===== src/friction_torque_compensation_defines.svh =====
// Constants for the friction torque compensation block
`ifndef FRICTION_TORQUE_COMPENSATION_DEFINES_SVH
`define FRICTION_TORQUE_COMPENSATION_DEFINES_SVH

// ----------------------------------------------------------------------------
// Timing
// ----------------------------------------------------------------------------
`define FTC_CLK_PERIOD_NS    10
`define FTC_VALID_UNIT_NS    100000
`define FTC_TICK_CYCLES      ((`FTC_VALID_UNIT_NS + `FTC_CLK_PERIOD_NS - 1) / `FTC_CLK_PERIOD_NS)
`define FTC_VALID_TIME_MAX   14'h2710

// ----------------------------------------------------------------------------
// Scaling
// ----------------------------------------------------------------------------
`define FTC_SCALE_DIVISOR    100

// ----------------------------------------------------------------------------
// Reset values
// ----------------------------------------------------------------------------
`define FTC_TERM_RESET       8'h00
`define FTC_PERIOD_RESET     14'h0000

`endif


===== src/friction_torque_compensation_pkg.sv =====
// Types shared by the friction torque compensation block
`default_nettype none

package friction_torque_compensation_pkg;

    typedef enum logic [1:0] {
        MODE_POSITION,
        MODE_VELOCITY,
        MODE_TORQUE,
        MODE_FULL_CLOSED
    } ctrl_mode_e;

    typedef enum logic [1:0] {
        GAIN_FIRST,
        GAIN_SECOND,
        GAIN_THIRD
    } gain_set_e;

    typedef enum logic [1:0] {
        DIR_NONE,
        DIR_FORWARD,
        DIR_REVERSE
    } cmd_dir_e;

endpackage : friction_torque_compensation_pkg

`default_nettype wire


===== src/friction_torque_compensation.sv =====
// Friction torque compensation and third-gain period control
//
// Contract
// - Third gain: first position/velocity gains times scale over 100; others unchanged.
// - Outside torque control, add signed offset-load setting to torque command.
// - Forward positional command adds the forward friction setting.
// - Reverse positional command adds the reverse friction setting.
// - Total compensation is offset term plus direction-selected dynamic term.
// - Direction state clears at power-up and when motor is de-energised.
// - Torque control forces both terms to zero.
// - Velocity control with servo off: offset applied, dynamic term zero.
// - Position/full-closed servo on: hold terms until first command, then load offset.
// - After a command in position/full-closed, dynamic term follows command direction.
// - Second-gain condition during third gain switches to second gain.
// - Third-gain period timed from valid-time setting in 0.1 ms, 0 to 10000.
`default_nettype none
`include "friction_torque_compensation_defines.svh"

module friction_torque_compensation #(
    parameter int CMD_W       = 32,
    parameter int TQ_W        = 16,
    parameter int SET_W       = 8,
    parameter int GAIN_W      = 16,
    parameter int SCALE_W     = 11,
    parameter int VT_W        = 14,
    parameter int TICK_CYCLES = `FTC_TICK_CYCLES
) (
    input  wire logic                                        i_clk_sys,
    input  wire logic                                        i_rst_n,
    input  wire friction_torque_compensation_pkg::ctrl_mode_e i_control_mode,
    input  wire logic                                        i_servo_on,
    input  wire logic                                        i_motor_energized,
    input  wire logic                                        i_cmd_valid,
    input  wire logic signed [CMD_W-1:0]                     i_cmd_delta,
    input  wire logic signed [TQ_W-1:0]                      i_torque_cmd,
    input  wire logic signed [SET_W-1:0]                     i_torque_offset_setting,
    input  wire logic signed [SET_W-1:0]                     i_forward_friction_setting,
    input  wire logic signed [SET_W-1:0]                     i_reverse_friction_setting,
    input  wire logic [GAIN_W-1:0]                           i_first_position_gain,
    input  wire logic [GAIN_W-1:0]                           i_first_velocity_gain,
    input  wire logic [GAIN_W-1:0]                           i_second_position_gain,
    input  wire logic [GAIN_W-1:0]                           i_second_velocity_gain,
    input  wire logic [SCALE_W-1:0]                          i_third_gain_scale,
    input  wire logic [VT_W-1:0]                             i_third_gain_valid_time,
    input  wire logic                                        i_second_gain_cond,
    output logic signed [TQ_W-1:0]                           o_torque_cmd,
    output logic signed [SET_W-1:0]                          o_offset_term,
    output logic signed [SET_W-1:0]                          o_dynamic_term,
    output friction_torque_compensation_pkg::cmd_dir_e       o_cmd_dir,
    output friction_torque_compensation_pkg::gain_set_e      o_gain_set,
    output logic [GAIN_W+3:0]                                o_position_gain,
    output logic [GAIN_W+3:0]                                o_velocity_gain
);

    localparam int TICK_W = $clog2(TICK_CYCLES + 1);

    // ------------------------------------------------------------------------
    // State
    // ------------------------------------------------------------------------
    typedef struct packed {
        friction_torque_compensation_pkg::gain_set_e gain;
        logic [VT_W-1:0]                             period;
        logic [TICK_W-1:0]                           tick;
        friction_torque_compensation_pkg::cmd_dir_e  dir;
        logic                                        cmd_seen;
        logic signed [SET_W-1:0]                     offset;
        logic signed [SET_W-1:0]                     dyn;
        logic [GAIN_W+3:0]                           pos_gain;
        logic [GAIN_W+3:0]                           vel_gain;
        logic signed [TQ_W-1:0]                      torque;
    } state_s;

    state_s st_ff;
    state_s nxt_st;

    logic [GAIN_W+3:0]  third_pos_gain;
    logic [GAIN_W+3:0]  third_vel_gain;
    logic               pos_like;
    logic [VT_W-1:0]    valid_time;

    loop_gain_scaler #(.GAIN_W(GAIN_W), .SCALE_W(SCALE_W)) u_pos_scaler (
        .i_gain  (i_first_position_gain),
        .i_scale (i_third_gain_scale),
        .o_gain  (third_pos_gain)
    );

    loop_gain_scaler #(.GAIN_W(GAIN_W), .SCALE_W(SCALE_W)) u_vel_scaler (
        .i_gain  (i_first_velocity_gain),
        .i_scale (i_third_gain_scale),
        .o_gain  (third_vel_gain)
    );

    // ------------------------------------------------------------------------
    // Next state
    // ------------------------------------------------------------------------
    always_comb begin
        friction_torque_compensation_pkg::cmd_dir_e new_dir;
        logic signed [SET_W-1:0] dir_term;
        new_dir  = st_ff.dir;
        dir_term = '0;
        nxt_st   = st_ff;

        pos_like = (i_control_mode == friction_torque_compensation_pkg::MODE_POSITION)
                || (i_control_mode == friction_torque_compensation_pkg::MODE_FULL_CLOSED);
        valid_time = (i_third_gain_valid_time > `FTC_VALID_TIME_MAX) ? `FTC_VALID_TIME_MAX
                                                                     : i_third_gain_valid_time;

        // Gain set selection
        case (st_ff.gain)
            friction_torque_compensation_pkg::GAIN_FIRST: begin
                if (i_second_gain_cond) begin
                    nxt_st.gain = friction_torque_compensation_pkg::GAIN_SECOND;
                end
            end
            friction_torque_compensation_pkg::GAIN_SECOND: begin
                if (!i_second_gain_cond) begin
                    if (pos_like && i_servo_on && valid_time != '0) begin
                        nxt_st.gain   = friction_torque_compensation_pkg::GAIN_THIRD;
                        nxt_st.period = valid_time;
                        nxt_st.tick   = '0;
                    end else begin
                        nxt_st.gain = friction_torque_compensation_pkg::GAIN_FIRST;
                    end
                end
            end
            friction_torque_compensation_pkg::GAIN_THIRD: begin
                if (i_second_gain_cond) begin
                    nxt_st.gain = friction_torque_compensation_pkg::GAIN_SECOND;
                end else if (!pos_like || !i_servo_on) begin
                    nxt_st.gain = friction_torque_compensation_pkg::GAIN_FIRST;
                end else if (st_ff.tick == TICK_W'(TICK_CYCLES - 1)) begin
                    nxt_st.tick   = '0;
                    nxt_st.period = st_ff.period - VT_W'(1);
                    if (st_ff.period <= VT_W'(1)) begin
                        nxt_st.gain = friction_torque_compensation_pkg::GAIN_FIRST;
                    end
                end else begin
                    nxt_st.tick = st_ff.tick + TICK_W'(1);
                end
            end
            default: begin
                nxt_st.gain = friction_torque_compensation_pkg::GAIN_FIRST;
            end
        endcase

        // Loop gains for the selected set
        case (st_ff.gain)
            friction_torque_compensation_pkg::GAIN_THIRD: begin
                nxt_st.pos_gain = third_pos_gain;
                nxt_st.vel_gain = third_vel_gain;
            end
            friction_torque_compensation_pkg::GAIN_SECOND: begin
                nxt_st.pos_gain = {4'h0, i_second_position_gain};
                nxt_st.vel_gain = {4'h0, i_second_velocity_gain};
            end
            default: begin
                nxt_st.pos_gain = {4'h0, i_first_position_gain};
                nxt_st.vel_gain = {4'h0, i_first_velocity_gain};
            end
        endcase

        // Command direction tracking
        if (i_cmd_valid && i_cmd_delta > 0) begin
            new_dir = friction_torque_compensation_pkg::DIR_FORWARD;
        end else if (i_cmd_valid && i_cmd_delta < 0) begin
            new_dir = friction_torque_compensation_pkg::DIR_REVERSE;
        end
        if (!i_motor_energized) begin
            new_dir = friction_torque_compensation_pkg::DIR_NONE;
        end
        nxt_st.dir = new_dir;

        case (new_dir)
            friction_torque_compensation_pkg::DIR_FORWARD: dir_term = i_forward_friction_setting;
            friction_torque_compensation_pkg::DIR_REVERSE: dir_term = i_reverse_friction_setting;
            default:                                       dir_term = '0;
        endcase

        // Compensation terms per control mode
        case (i_control_mode)
            friction_torque_compensation_pkg::MODE_TORQUE: begin
                nxt_st.offset = `FTC_TERM_RESET;
                nxt_st.dyn    = `FTC_TERM_RESET;
            end
            friction_torque_compensation_pkg::MODE_VELOCITY: begin
                nxt_st.offset = i_torque_offset_setting;
                nxt_st.dyn    = i_servo_on ? dir_term : `FTC_TERM_RESET;
            end
            default: begin
                if (!i_servo_on) begin
                    nxt_st.offset = i_torque_offset_setting;
                    nxt_st.dyn    = `FTC_TERM_RESET;
                end else if (i_cmd_valid || st_ff.cmd_seen) begin
                    nxt_st.offset   = i_torque_offset_setting;
                    nxt_st.dyn      = dir_term;
                    nxt_st.cmd_seen = 1'b1;
                end
            end
        endcase
        if (!i_servo_on || !i_motor_energized) begin
            nxt_st.cmd_seen = 1'b0;
        end

        nxt_st.torque = i_torque_cmd + TQ_W'(st_ff.offset) + TQ_W'(st_ff.dyn);
    end

    always_ff @(posedge i_clk_sys) begin
        if (!i_rst_n) begin
            st_ff <= '0;
        end else begin
            st_ff <= nxt_st;
        end
    end

    // ------------------------------------------------------------------------
    // Outputs
    // ------------------------------------------------------------------------
    assign o_torque_cmd    = st_ff.torque;
    assign o_offset_term   = st_ff.offset;
    assign o_dynamic_term  = st_ff.dyn;
    assign o_cmd_dir       = st_ff.dir;
    assign o_gain_set      = st_ff.gain;
    assign o_position_gain = st_ff.pos_gain;
    assign o_velocity_gain = st_ff.vel_gain;

    // ------------------------------------------------------------------------
    // Checks
    // ------------------------------------------------------------------------
    AST_THIRD_GAIN_SCALE: assert property (@(posedge i_clk_sys) disable iff (!i_rst_n)
        st_ff.gain == friction_torque_compensation_pkg::GAIN_THIRD
        |=> o_position_gain == $past(third_pos_gain) && o_velocity_gain == $past(third_vel_gain))
        else $error("third gain not scaled from first gain");

    AST_TORQUE_SUM: assert property (@(posedge i_clk_sys) disable iff (!i_rst_n)
        1'b1 |=> o_torque_cmd == $past(i_torque_cmd) + TQ_W'($past(o_offset_term))
                                 + TQ_W'($past(o_dynamic_term)))
        else $error("torque command is not input plus both terms");

    AST_TORQUE_MODE_ZERO: assert property (@(posedge i_clk_sys) disable iff (!i_rst_n)
        i_control_mode == friction_torque_compensation_pkg::MODE_TORQUE
        |=> o_offset_term == '0 && o_dynamic_term == '0)
        else $error("terms not zero in torque control");

    AST_VELOCITY_SERVO_OFF: assert property (@(posedge i_clk_sys) disable iff (!i_rst_n)
        i_control_mode == friction_torque_compensation_pkg::MODE_VELOCITY && !i_servo_on
        |=> o_dynamic_term == '0 && o_offset_term == $past(i_torque_offset_setting))
        else $error("velocity servo-off terms wrong");

    AST_HOLD_BEFORE_CMD: assert property (@(posedge i_clk_sys) disable iff (!i_rst_n)
        pos_like && i_servo_on && i_motor_energized && !st_ff.cmd_seen && !i_cmd_valid
        |=> $stable(o_offset_term) && $stable(o_dynamic_term))
        else $error("terms changed before first positional command");

    AST_FORWARD_TERM: assert property (@(posedge i_clk_sys) disable iff (!i_rst_n)
        pos_like && i_servo_on && i_motor_energized && i_cmd_valid && i_cmd_delta > 0
        |=> o_dynamic_term == $past(i_forward_friction_setting)
            && o_offset_term == $past(i_torque_offset_setting))
        else $error("forward command did not load forward term");

    AST_REVERSE_TERM: assert property (@(posedge i_clk_sys) disable iff (!i_rst_n)
        pos_like && i_servo_on && i_motor_energized && i_cmd_valid && i_cmd_delta < 0
        |=> o_dynamic_term == $past(i_reverse_friction_setting))
        else $error("reverse command did not load reverse term");

    AST_DEENERGISE_CLEAR: assert property (@(posedge i_clk_sys) disable iff (!i_rst_n)
        !i_motor_energized |=> o_cmd_dir == friction_torque_compensation_pkg::DIR_NONE)
        else $error("direction not cleared on de-energise");

    AST_ZERO_CMD_KEEP: assert property (@(posedge i_clk_sys) disable iff (!i_rst_n)
        i_motor_energized && i_cmd_valid && i_cmd_delta == 0 |=> $stable(o_cmd_dir))
        else $error("zero increment changed direction");

    AST_SECOND_OVER_THIRD: assert property (@(posedge i_clk_sys) disable iff (!i_rst_n)
        st_ff.gain == friction_torque_compensation_pkg::GAIN_THIRD && i_second_gain_cond
        |=> o_gain_set == friction_torque_compensation_pkg::GAIN_SECOND)
        else $error("second gain did not override third gain");

    AST_PERIOD_LOAD: assert property (@(posedge i_clk_sys) disable iff (!i_rst_n)
        st_ff.gain == friction_torque_compensation_pkg::GAIN_SECOND && !i_second_gain_cond
        && pos_like && i_servo_on && valid_time != '0
        |=> st_ff.gain == friction_torque_compensation_pkg::GAIN_THIRD && st_ff.period == $past(valid_time))
        else $error("third gain period not loaded from valid time");

endmodule : friction_torque_compensation

`default_nettype wire


===== src/loop_gain_scaler.sv =====
// Scales a first-set loop gain by a percentage factor
`default_nettype none
`include "friction_torque_compensation_defines.svh"

module loop_gain_scaler #(
    parameter int GAIN_W  = 16,
    parameter int SCALE_W = 11
) (
    input  wire logic [GAIN_W-1:0]  i_gain,
    input  wire logic [SCALE_W-1:0] i_scale,
    output logic      [GAIN_W+3:0]  o_gain
);

    localparam int PROD_W = GAIN_W + SCALE_W;

    logic [PROD_W-1:0] product;
    logic [PROD_W-1:0] quotient;

    always_comb begin
        product  = PROD_W'(i_gain) * PROD_W'(i_scale);
        quotient = product / PROD_W'(`FTC_SCALE_DIVISOR);
        o_gain   = quotient[GAIN_W+3:0];
    end

endmodule : loop_gain_scaler

`default_nettype wire


===== config.mk =====
export PLATFORM = sky130hd
export DESIGN_NAME = friction_torque_compensation
export DESIGN_NICKNAME = d
export VERILOG_FILES = /design/src/friction_torque_compensation_pkg.sv /design/src/friction_torque_compensation.sv /design/src/loop_gain_scaler.sv
export VERILOG_INCLUDE_DIRS = /design/src
export SDC_FILE = /design/constraint.sdc
export NUM_CORES = 1
export LEC_CHECK = 0
export ABC_AREA = 0
export BUFFER_PORTS_ARGS = -buffer_cell sky130_fd_sc_hd__buf_2
export CAP_MARGIN = 25
export CORE_MARGIN = 2
export CORE_UTILIZATION = 40
export CTS_BUF_LIST = sky130_fd_sc_hd__clkbuf_2
export DETAILED_ROUTE_END_ITERATION = 6
export MAX_ROUTING_LAYER = met4
export PLACE_DENSITY_LB_ADDON = 0.25
export SLEW_MARGIN = 10
export SYNTH_ARGS = -nofsm -noshare
export SYNTH_HDL_FRONTEND = slang
export SYNTH_SLANG_ARGS = --single-unit

===== constraint.sdc =====
create_clock -name i_clk_sys -period 37.3 [get_ports i_clk_sys]
set_input_delay 0 -clock i_clk_sys [delete_from_list [all_inputs] [get_ports i_clk_sys]]
set_output_delay 0 -clock i_clk_sys [all_outputs]
set_load 0.02 [all_outputs]

==> metrics.md, run 1 <==
| Metric | Value |
|---|---|
| EDFF count, synth | 0 |
| Met3 Track Usage GR | roughly 2.4% |
| Top cells by area, synth | fa_1 (20%), dfxtp_1 (8.0%), ha_1 (7.3%), nand2_1 (5.7%), inv_1 (4.6%) |
| Clock slew at reported path FFs | roughly 0.30 ns |
| Largest family of logic cells by synthesized area | adder cells |
| CP required | 37.98 ns |
| Mux cell area share after synthesis | ~1.8% |
| Max_slew headroom | 29.03% |
| Yosys cell types | 131 |
| RSZ-0062 raised after global routing | no |
| Post-Synthesis Cells | 3,413 |
| CP max FO | 12 |
| Most frequent CP cell | fa_1 |
| Slowest Stage Delay on Critical Path | between 0.8 and 0.9 ns |
| Tot GR Track Use | 23.28% |
| CP max-delay cell | a2111oi_0 |
| Routability Congestion | ~0.93 |
| Row count | 94 |
| Least-Margin Pin Slew | between 1 and 1.5 ns |
| # IOs | 245 |
| Worst Path Class, Setup | in -> reg |
| Grt ovf | 0 |
| CTS root buf | clkbuf_2 |
| Final slew viol count | 0 |
| Core Box Area | between 60,000 and 70,000 sq um |
| Starting Density | 40.18% |
| Simple-gate portion of the synthesized area | roughly 22% |
| Clk sinks | 105 |
| Post-synthesis adder-cell area fraction | about 28% |
| Flops & latches, synth | approximately 110 |
| Post-synth top area cell | fa_1 |
| First-pass GRT wire length | between 100,000 and 150,000 um |
| Max-cap violations | 0 |
| Async S/R FF share, synth | 0% |
| Die ar. | around 68,000 sq um |
| Post-CTS Setup Inserts | 0 |
| Yosys warns | 0 |
| Pre-Repair DR Iteration Count | 6 |
| Post-route ant nets | 0 |
| Largest net degree at the start of global routing | between 70 and 80 |
| Avg Inst Size Synth | ~7.7 sq um |
| Synth Area in XOR/XNOR | between 4 and 5% |
| Die width | roughly 260 um |
| Synth Net Count | 4,002 |
| CP endpoint kind | register |
| Post-CTS Resized | 0 |
| F_max | around 50 MHz |
| Residual DRC | 0 |
| H-tree level count | 3 |
| Final setup fails | 0 |
| Hpwl dp | between 50,000 and 60,000 um |
| Worst Clk Skew | between 0.06 and 0.07 ns |
| Status | complete, no violations |
| Worst min-delay path class | in -> reg |
| Met2 usage | 38.39% |
| Commonest cells after routing, fill and taps aside | nand2_1 (403), inv_1 (321), fa_1 (266) |
| Synth Area in Compound Gates | a little over a quarter |
| Clk buf depth | 2 |
| Register area share after synthesis | 7.985% |
| Initial antenna violation count | 7 |
| Initial DRC count | 1,893 |
| CTS tree | done |
| Routed WL | between 70,000 and 80,000 um |
| Tcrit/Tclk final | a little over half |
| Via density | 5.734 |
| Final setup TNS | 0 ns |
| GRT busiest layer | met2 |
| DR WL/cell | 17.05 um |
| Post-layout minimum cycle time | between 15 and 20 ns |
| Vias in the first global route | 25.20k |
| Number of I/O port buffers | between 200 and 250 |
| Final hold vios | 0 |
| Synth top area share | between 20% and 30% |
| DIE HEIGHT | about 260 um |
| Main synth FF type | dfxtp_1 |
| Final #Nets | ~4.3k |
| CP arrival | around 20 ns |
| Layout cells sized above 1 | around 11% |
| Vias post-DR | between 20k and 30k |
| Total CTS buffers | 9 |
| Crit start category | input pin |
| Clk_lat worst skew | 0.80 ns |
| CTS Hold Buffers Added | 243 |
| Layout area overhead | 14.18% |
| Met1 Use GR | 30.68% |
| Commonest non-fill, non-tap cell in the layout | nand2_1 |
| Synthesized area | ~26,000 sq um |
## final timing paths
| kind | start | end | slack (ns) | depth (start not counted) |
|---|---|---|---|---|
| hold / removal | i_second_gain_cond | o_gain_set[0]$_SDFFE_PN0P_ | 0.18 | 5 |
| hold reg to reg | st_ff[76]$_SDFFE_PN0P_ | st_ff[76]$_SDFFE_PN0P_ | 0.49 | 2 |
| setup reg to reg | o_offset_term[3]$_SDFFE_PN0P_ | o_torque_cmd[15]$_SDFF_PN0_ | 32.73 | 19 |
| setup / recovery | i_first_velocity_gain[6] | o_velocity_gain[1]$_SDFF_PN0_ | 17.77 | 59 |
## cells in the mapped netlist (17+ instances only)
library cell,number
a211oi_1,58
o21a_1,28
o211ai_1,54
or3_1,20
buf_2,17
mux2i_1,25
o22ai_1,22
nand4_1,26
o211a_1,17
o31ai_1,19
xor2_1,50
o21ai_0,139
or2_2,21
dfxtp_1,105
ha_1,154
clkbuf_1,137
nand3_1,77
nor4_1,30
a31oi_1,46
nand2_1,403
a21o_1,34
o21ai_1,30
a22oi_1,40
nor3_1,58
and2_1,192
xnor2_1,83
nor2_1,223
and3_1,25
inv_1,321
o21bai_1,19
a211o_1,18
fa_1,266
buf_4,78
nand2b_1,21
a21oi_1,184
## metal layers
layer	up-vias	wire (um)
li1	12520	-
met5	-	0
met1	12760	35880
met4	0	1540
met2	781	36300
met3	91	4010
## cell families after synthesis
family,count (synthesis)
buffers and inverters,563
and+or+nand+nor,1183
DFF,105
xor gates and xnor gates,135
AOI/OAI and AO/OA,957
adders and majority gates,427
muxes,43
## metrics by stage
step	hold slack [ns]	instance area (sq um)	worst slack (ns)	util, %	instances
6_report	0.1775	30060	17.77	45.88	4560
5_1_grt	0.1144	30050	16.36	45.87	4558
4_1_cts	0.002372	30030	18.13	45.83	4550
3_5_place_dp	0.2878	27490	17.52	41.96	4291
3_3_place_gp	0.2733	27490	17.31	41.96	4291
2_1_floorplan	0.1259	26320	20.71	-	3413
## critical path, delay by kind of cell
kind / cells / cell delay [ns]
AOI/OAI and AO/OA: 27 / 9.04
xor gates and xnor gates: 2 / 0.88
adders and majority gates: 6 / 3.10
buffers and inverters: 6 / 1.60
muxes: 4 / 1.63
and+or+nand+nor: 14 / 3.89
## cell type report
type                    count  area, sq um
diodes                      9        22.52
clock buffers               9        45.04
clock inverters             7        62.56
fillers                  6473        35450
inverters                 322         1209
multi-input cells        2745        21790
flip-flops and latches    105         2102
well taps                 864         1081
repair buffers            499         3744
## registers in the layout (all words and copies together) (netlist names)
| signal | cells |
|---|---|
| o_position_gain | 20 |
| o_torque_cmd | 16 |
| o_cmd_dir | 2 |
| o_gain_set | 2 |
| st_ff | 29 |
| o_dynamic_term | 8 |
| o_offset_term | 8 |
| o_velocity_gain | 20 |
Power of run 1 is left out: the tool's default activity adds up to more than one toggle a clock period on the data nets, which glitch-free logic cannot reach.
==> run 2, diff against run 1 <==
==> constraint.sdc (replaced) <==
create_clock -name i_clk_sys -period 17.75 [get_ports i_clk_sys]
set_input_delay 0 -clock i_clk_sys [delete_from_list [all_inputs] [get_ports i_clk_sys]]
set_output_delay 0 -clock i_clk_sys [all_outputs]
set_load 0.02 [all_outputs]
==> metrics.md, run 2 (synthesized netlist as in run 1, its figures left out) <==
| Metric | Value |
|---|---|
| Clk sinks | 105 (unchanged) |
| Routability Congestion | 0.9210 (-1.2%) |
| Layout area overhead | 20.69% |
| Clk buf depth | 2 (unchanged) |
| Max FFs per register | 29 (unchanged) |
| Reg2Reg Depth | 14 (-5) |
| Final hold vios | 0 (unchanged) |
| Starting Density | 40.18% (unchanged) |
| Residual DRC | 0 (unchanged) |
| Crit path buf inv count | 9 (+3) |
| CP max-delay cell | dlygate4sd3_1 |
| Core Box Area | 65,510 sq um (unchanged) |
| Worst min-delay path class | in -> reg |
| Final core occ | 48.50% (+2.6 points) |
| Vias in the first global route | 25.82k (+2.5%) |
| CTS tree | done |
| Via density | 5.655 (-1.4%) |
| Crit start category | input pin |
| RSZ-0062 raised after global routing | yes |
| Slowest Stage Delay on Critical Path | 0.60 ns (-0.24 ns) |
| Place WS | -0.01942 ns (-17.54 ns) |
| Final worst setup slack | 0.6541 ns (-17.12 ns) |
| Clock slew at reported path FFs | 0.37 ns (+0.07 ns) |
| Routed WL | 80,830 um (+4.0%) |
| Initial antenna violation count | 5 (-2) |
| CTS root buf | clkbuf_2 |
| Status | complete, no violations |
| Layout cells sized above 1 | 17.44% (+6.4 points) |
| Largest net degree at the start of global routing | 45 (-37%) |
| Tot GR Track Use | 24.10% (+0.82 points) |
| CP arrival | 17.79 ns (-2.41 ns) |
| Delay-heaviest family, CP | compound AO/OA/AOI/OAI gates |
| DR WL/cell | 17.18 um (+0.79%) |
| H-tree level count | 3 (unchanged) |
| Crit path depth | 63 (+6.8%) |
| Hold_ws | 0.1268 ns (-0.05069 ns) |
| CP max FO | 12 (unchanged) |
| Tcrit/Tclk final | a little over nine tenths |
| Design area | 31,770 sq um (+5.7%) |
| Hpwl dp | 62,070 um (+5.8%) |
| Row count | 94 (unchanged) |
| F_max | between 50 and 60 MHz |
| Clk_lat worst skew | 0.84 ns (+0.04 ns) |
| Commonest non-fill, non-tap cell in the layout | nand2_1 |
| Post-route ant nets | 0 (unchanged) |
| Most frequent CP cell | fa_1 |
| Max-cap violations | 0 (unchanged) |
| Pre-Repair DR Iteration Count | 6 (unchanged) |
| CP required | 18.44 ns (-19.54 ns) |
| Most flops, register | st_ff |
| Hold Crit Depth | 4 (-1) |
| Max_slew headroom | 36.96% (+7.9 points) |
| Total CTS buffers | 9 (unchanged) |
| Final #Nets | 4,419 (+3.5%) |
| Initial DRC count | 1,843 (-2.6%) |
| DP Area | 28,670 sq um (+4.3%) |
| Number of I/O port buffers | 244 (unchanged) |
| # IOs | 245 (unchanged) |
| DIE HEIGHT | 260.5 um (unchanged) |
| Die width | 260.5 um (unchanged) |
| Least-Margin Pin Slew | 0.9388 ns (-0.1222 ns) |
| Post-layout minimum cycle time | around 17 ns |
| Die ar. | 67,880 sq um (unchanged) |
| Grt ovf | 0 (unchanged) |
| Worst Path Class, Setup | in -> reg |
| Final slew viol count | 0 (unchanged) |
| CP endpoint kind | register |
| Commonest cells after routing, fill and taps aside | nand2_1 (403), inv_1 (321), fa_1 (266) |
| First-pass GRT wire length | 131,300 um (+2.4%) |
| Vias post-DR | 26.61k (+1.8%) |
| R2r setup slk | 13.43 ns (-19.30 ns) |
| Final setup fails | 0 (unchanged) |
| Worst Clk Skew | 0.08939 ns (+0.01963 ns) |
==> run 2: changes by cell type in the layout (fill, tap and decap cells not counted), moves of 5 or more <==
cell	before	now
xnor2_1	83	78
a2111oi_0	10	5
dlygate4sd3_1	243	219
nor3_1	57	52
a21oi_1	184	175
a211oi_1	58	50
o22ai_2	1	7
nor2_1	223	217
buf_4	12	183
o21ai_2	3	8
a211oi_2	7	13
a21oi_2	7	13
o22ai_1	22	16
nor2_2	2	7
==> run 2: path summary, 6_finish.rpt <==
check,to,start
min,o_position_gain[9]$_SDFF_PN0_,i_first_position_gain[9]
min reg2reg,st_ff[100]$_SDFFE_PN0P_,st_ff[100]$_SDFFE_PN0P_
max,o_velocity_gain[1]$_SDFF_PN0_,i_first_velocity_gain[6]
max reg2reg,o_torque_cmd[15]$_SDFF_PN0_,o_offset_term[7]$_SDFFE_PN0P_
==> run 2: per-layer routing <==
metal | track usage [%] | wire length (um) | vias up
met1 | 31.98 | 37010 | 12940
met4 | 6.508 | 1989 | 0
met3 | 3.176 | 4479 | 109
li1 | - | - | 12830
met2 | 38.59 | 37350 | 732
met5 | - | 0 | -
==> run 2: metrics by stage <==
step	setup TNS, ns	instances
after floorplan	0	3413
after global placement	-0.08420	4447
after detailed placement	-0.02058	4447
after CTS	0	4682
after global routing	-0.1276	4704
final	0	4705
==> run 2: area by class of cell <==
class,instances,area [sq um]
antenna,6,15.01
clock buffer,10,50.05
clock inverter,6,73.82
fill,6404,33740
inverter,322,1209
multi-input combinational,2745,22430
sequential,105,2102
tap,864,1081
timing repair buffer,647,4810
==> run 2: worst min-delay path: stages <==
cell and delay, ns:
buf_2 0.21, nor2_1 0.14, a211oi_1 0.05, dlygate4sd3_1 0.54
==> run 2: what timing repair did <==
action                     in CTS  in global routing
resized for setup               0                126
hold endpoints to repair       97                  0
buffers inserted                0                 17
setup endpoints to repair       0                  7
hold buffers                  219                  0
Power of run 2 is left out for the same reason.
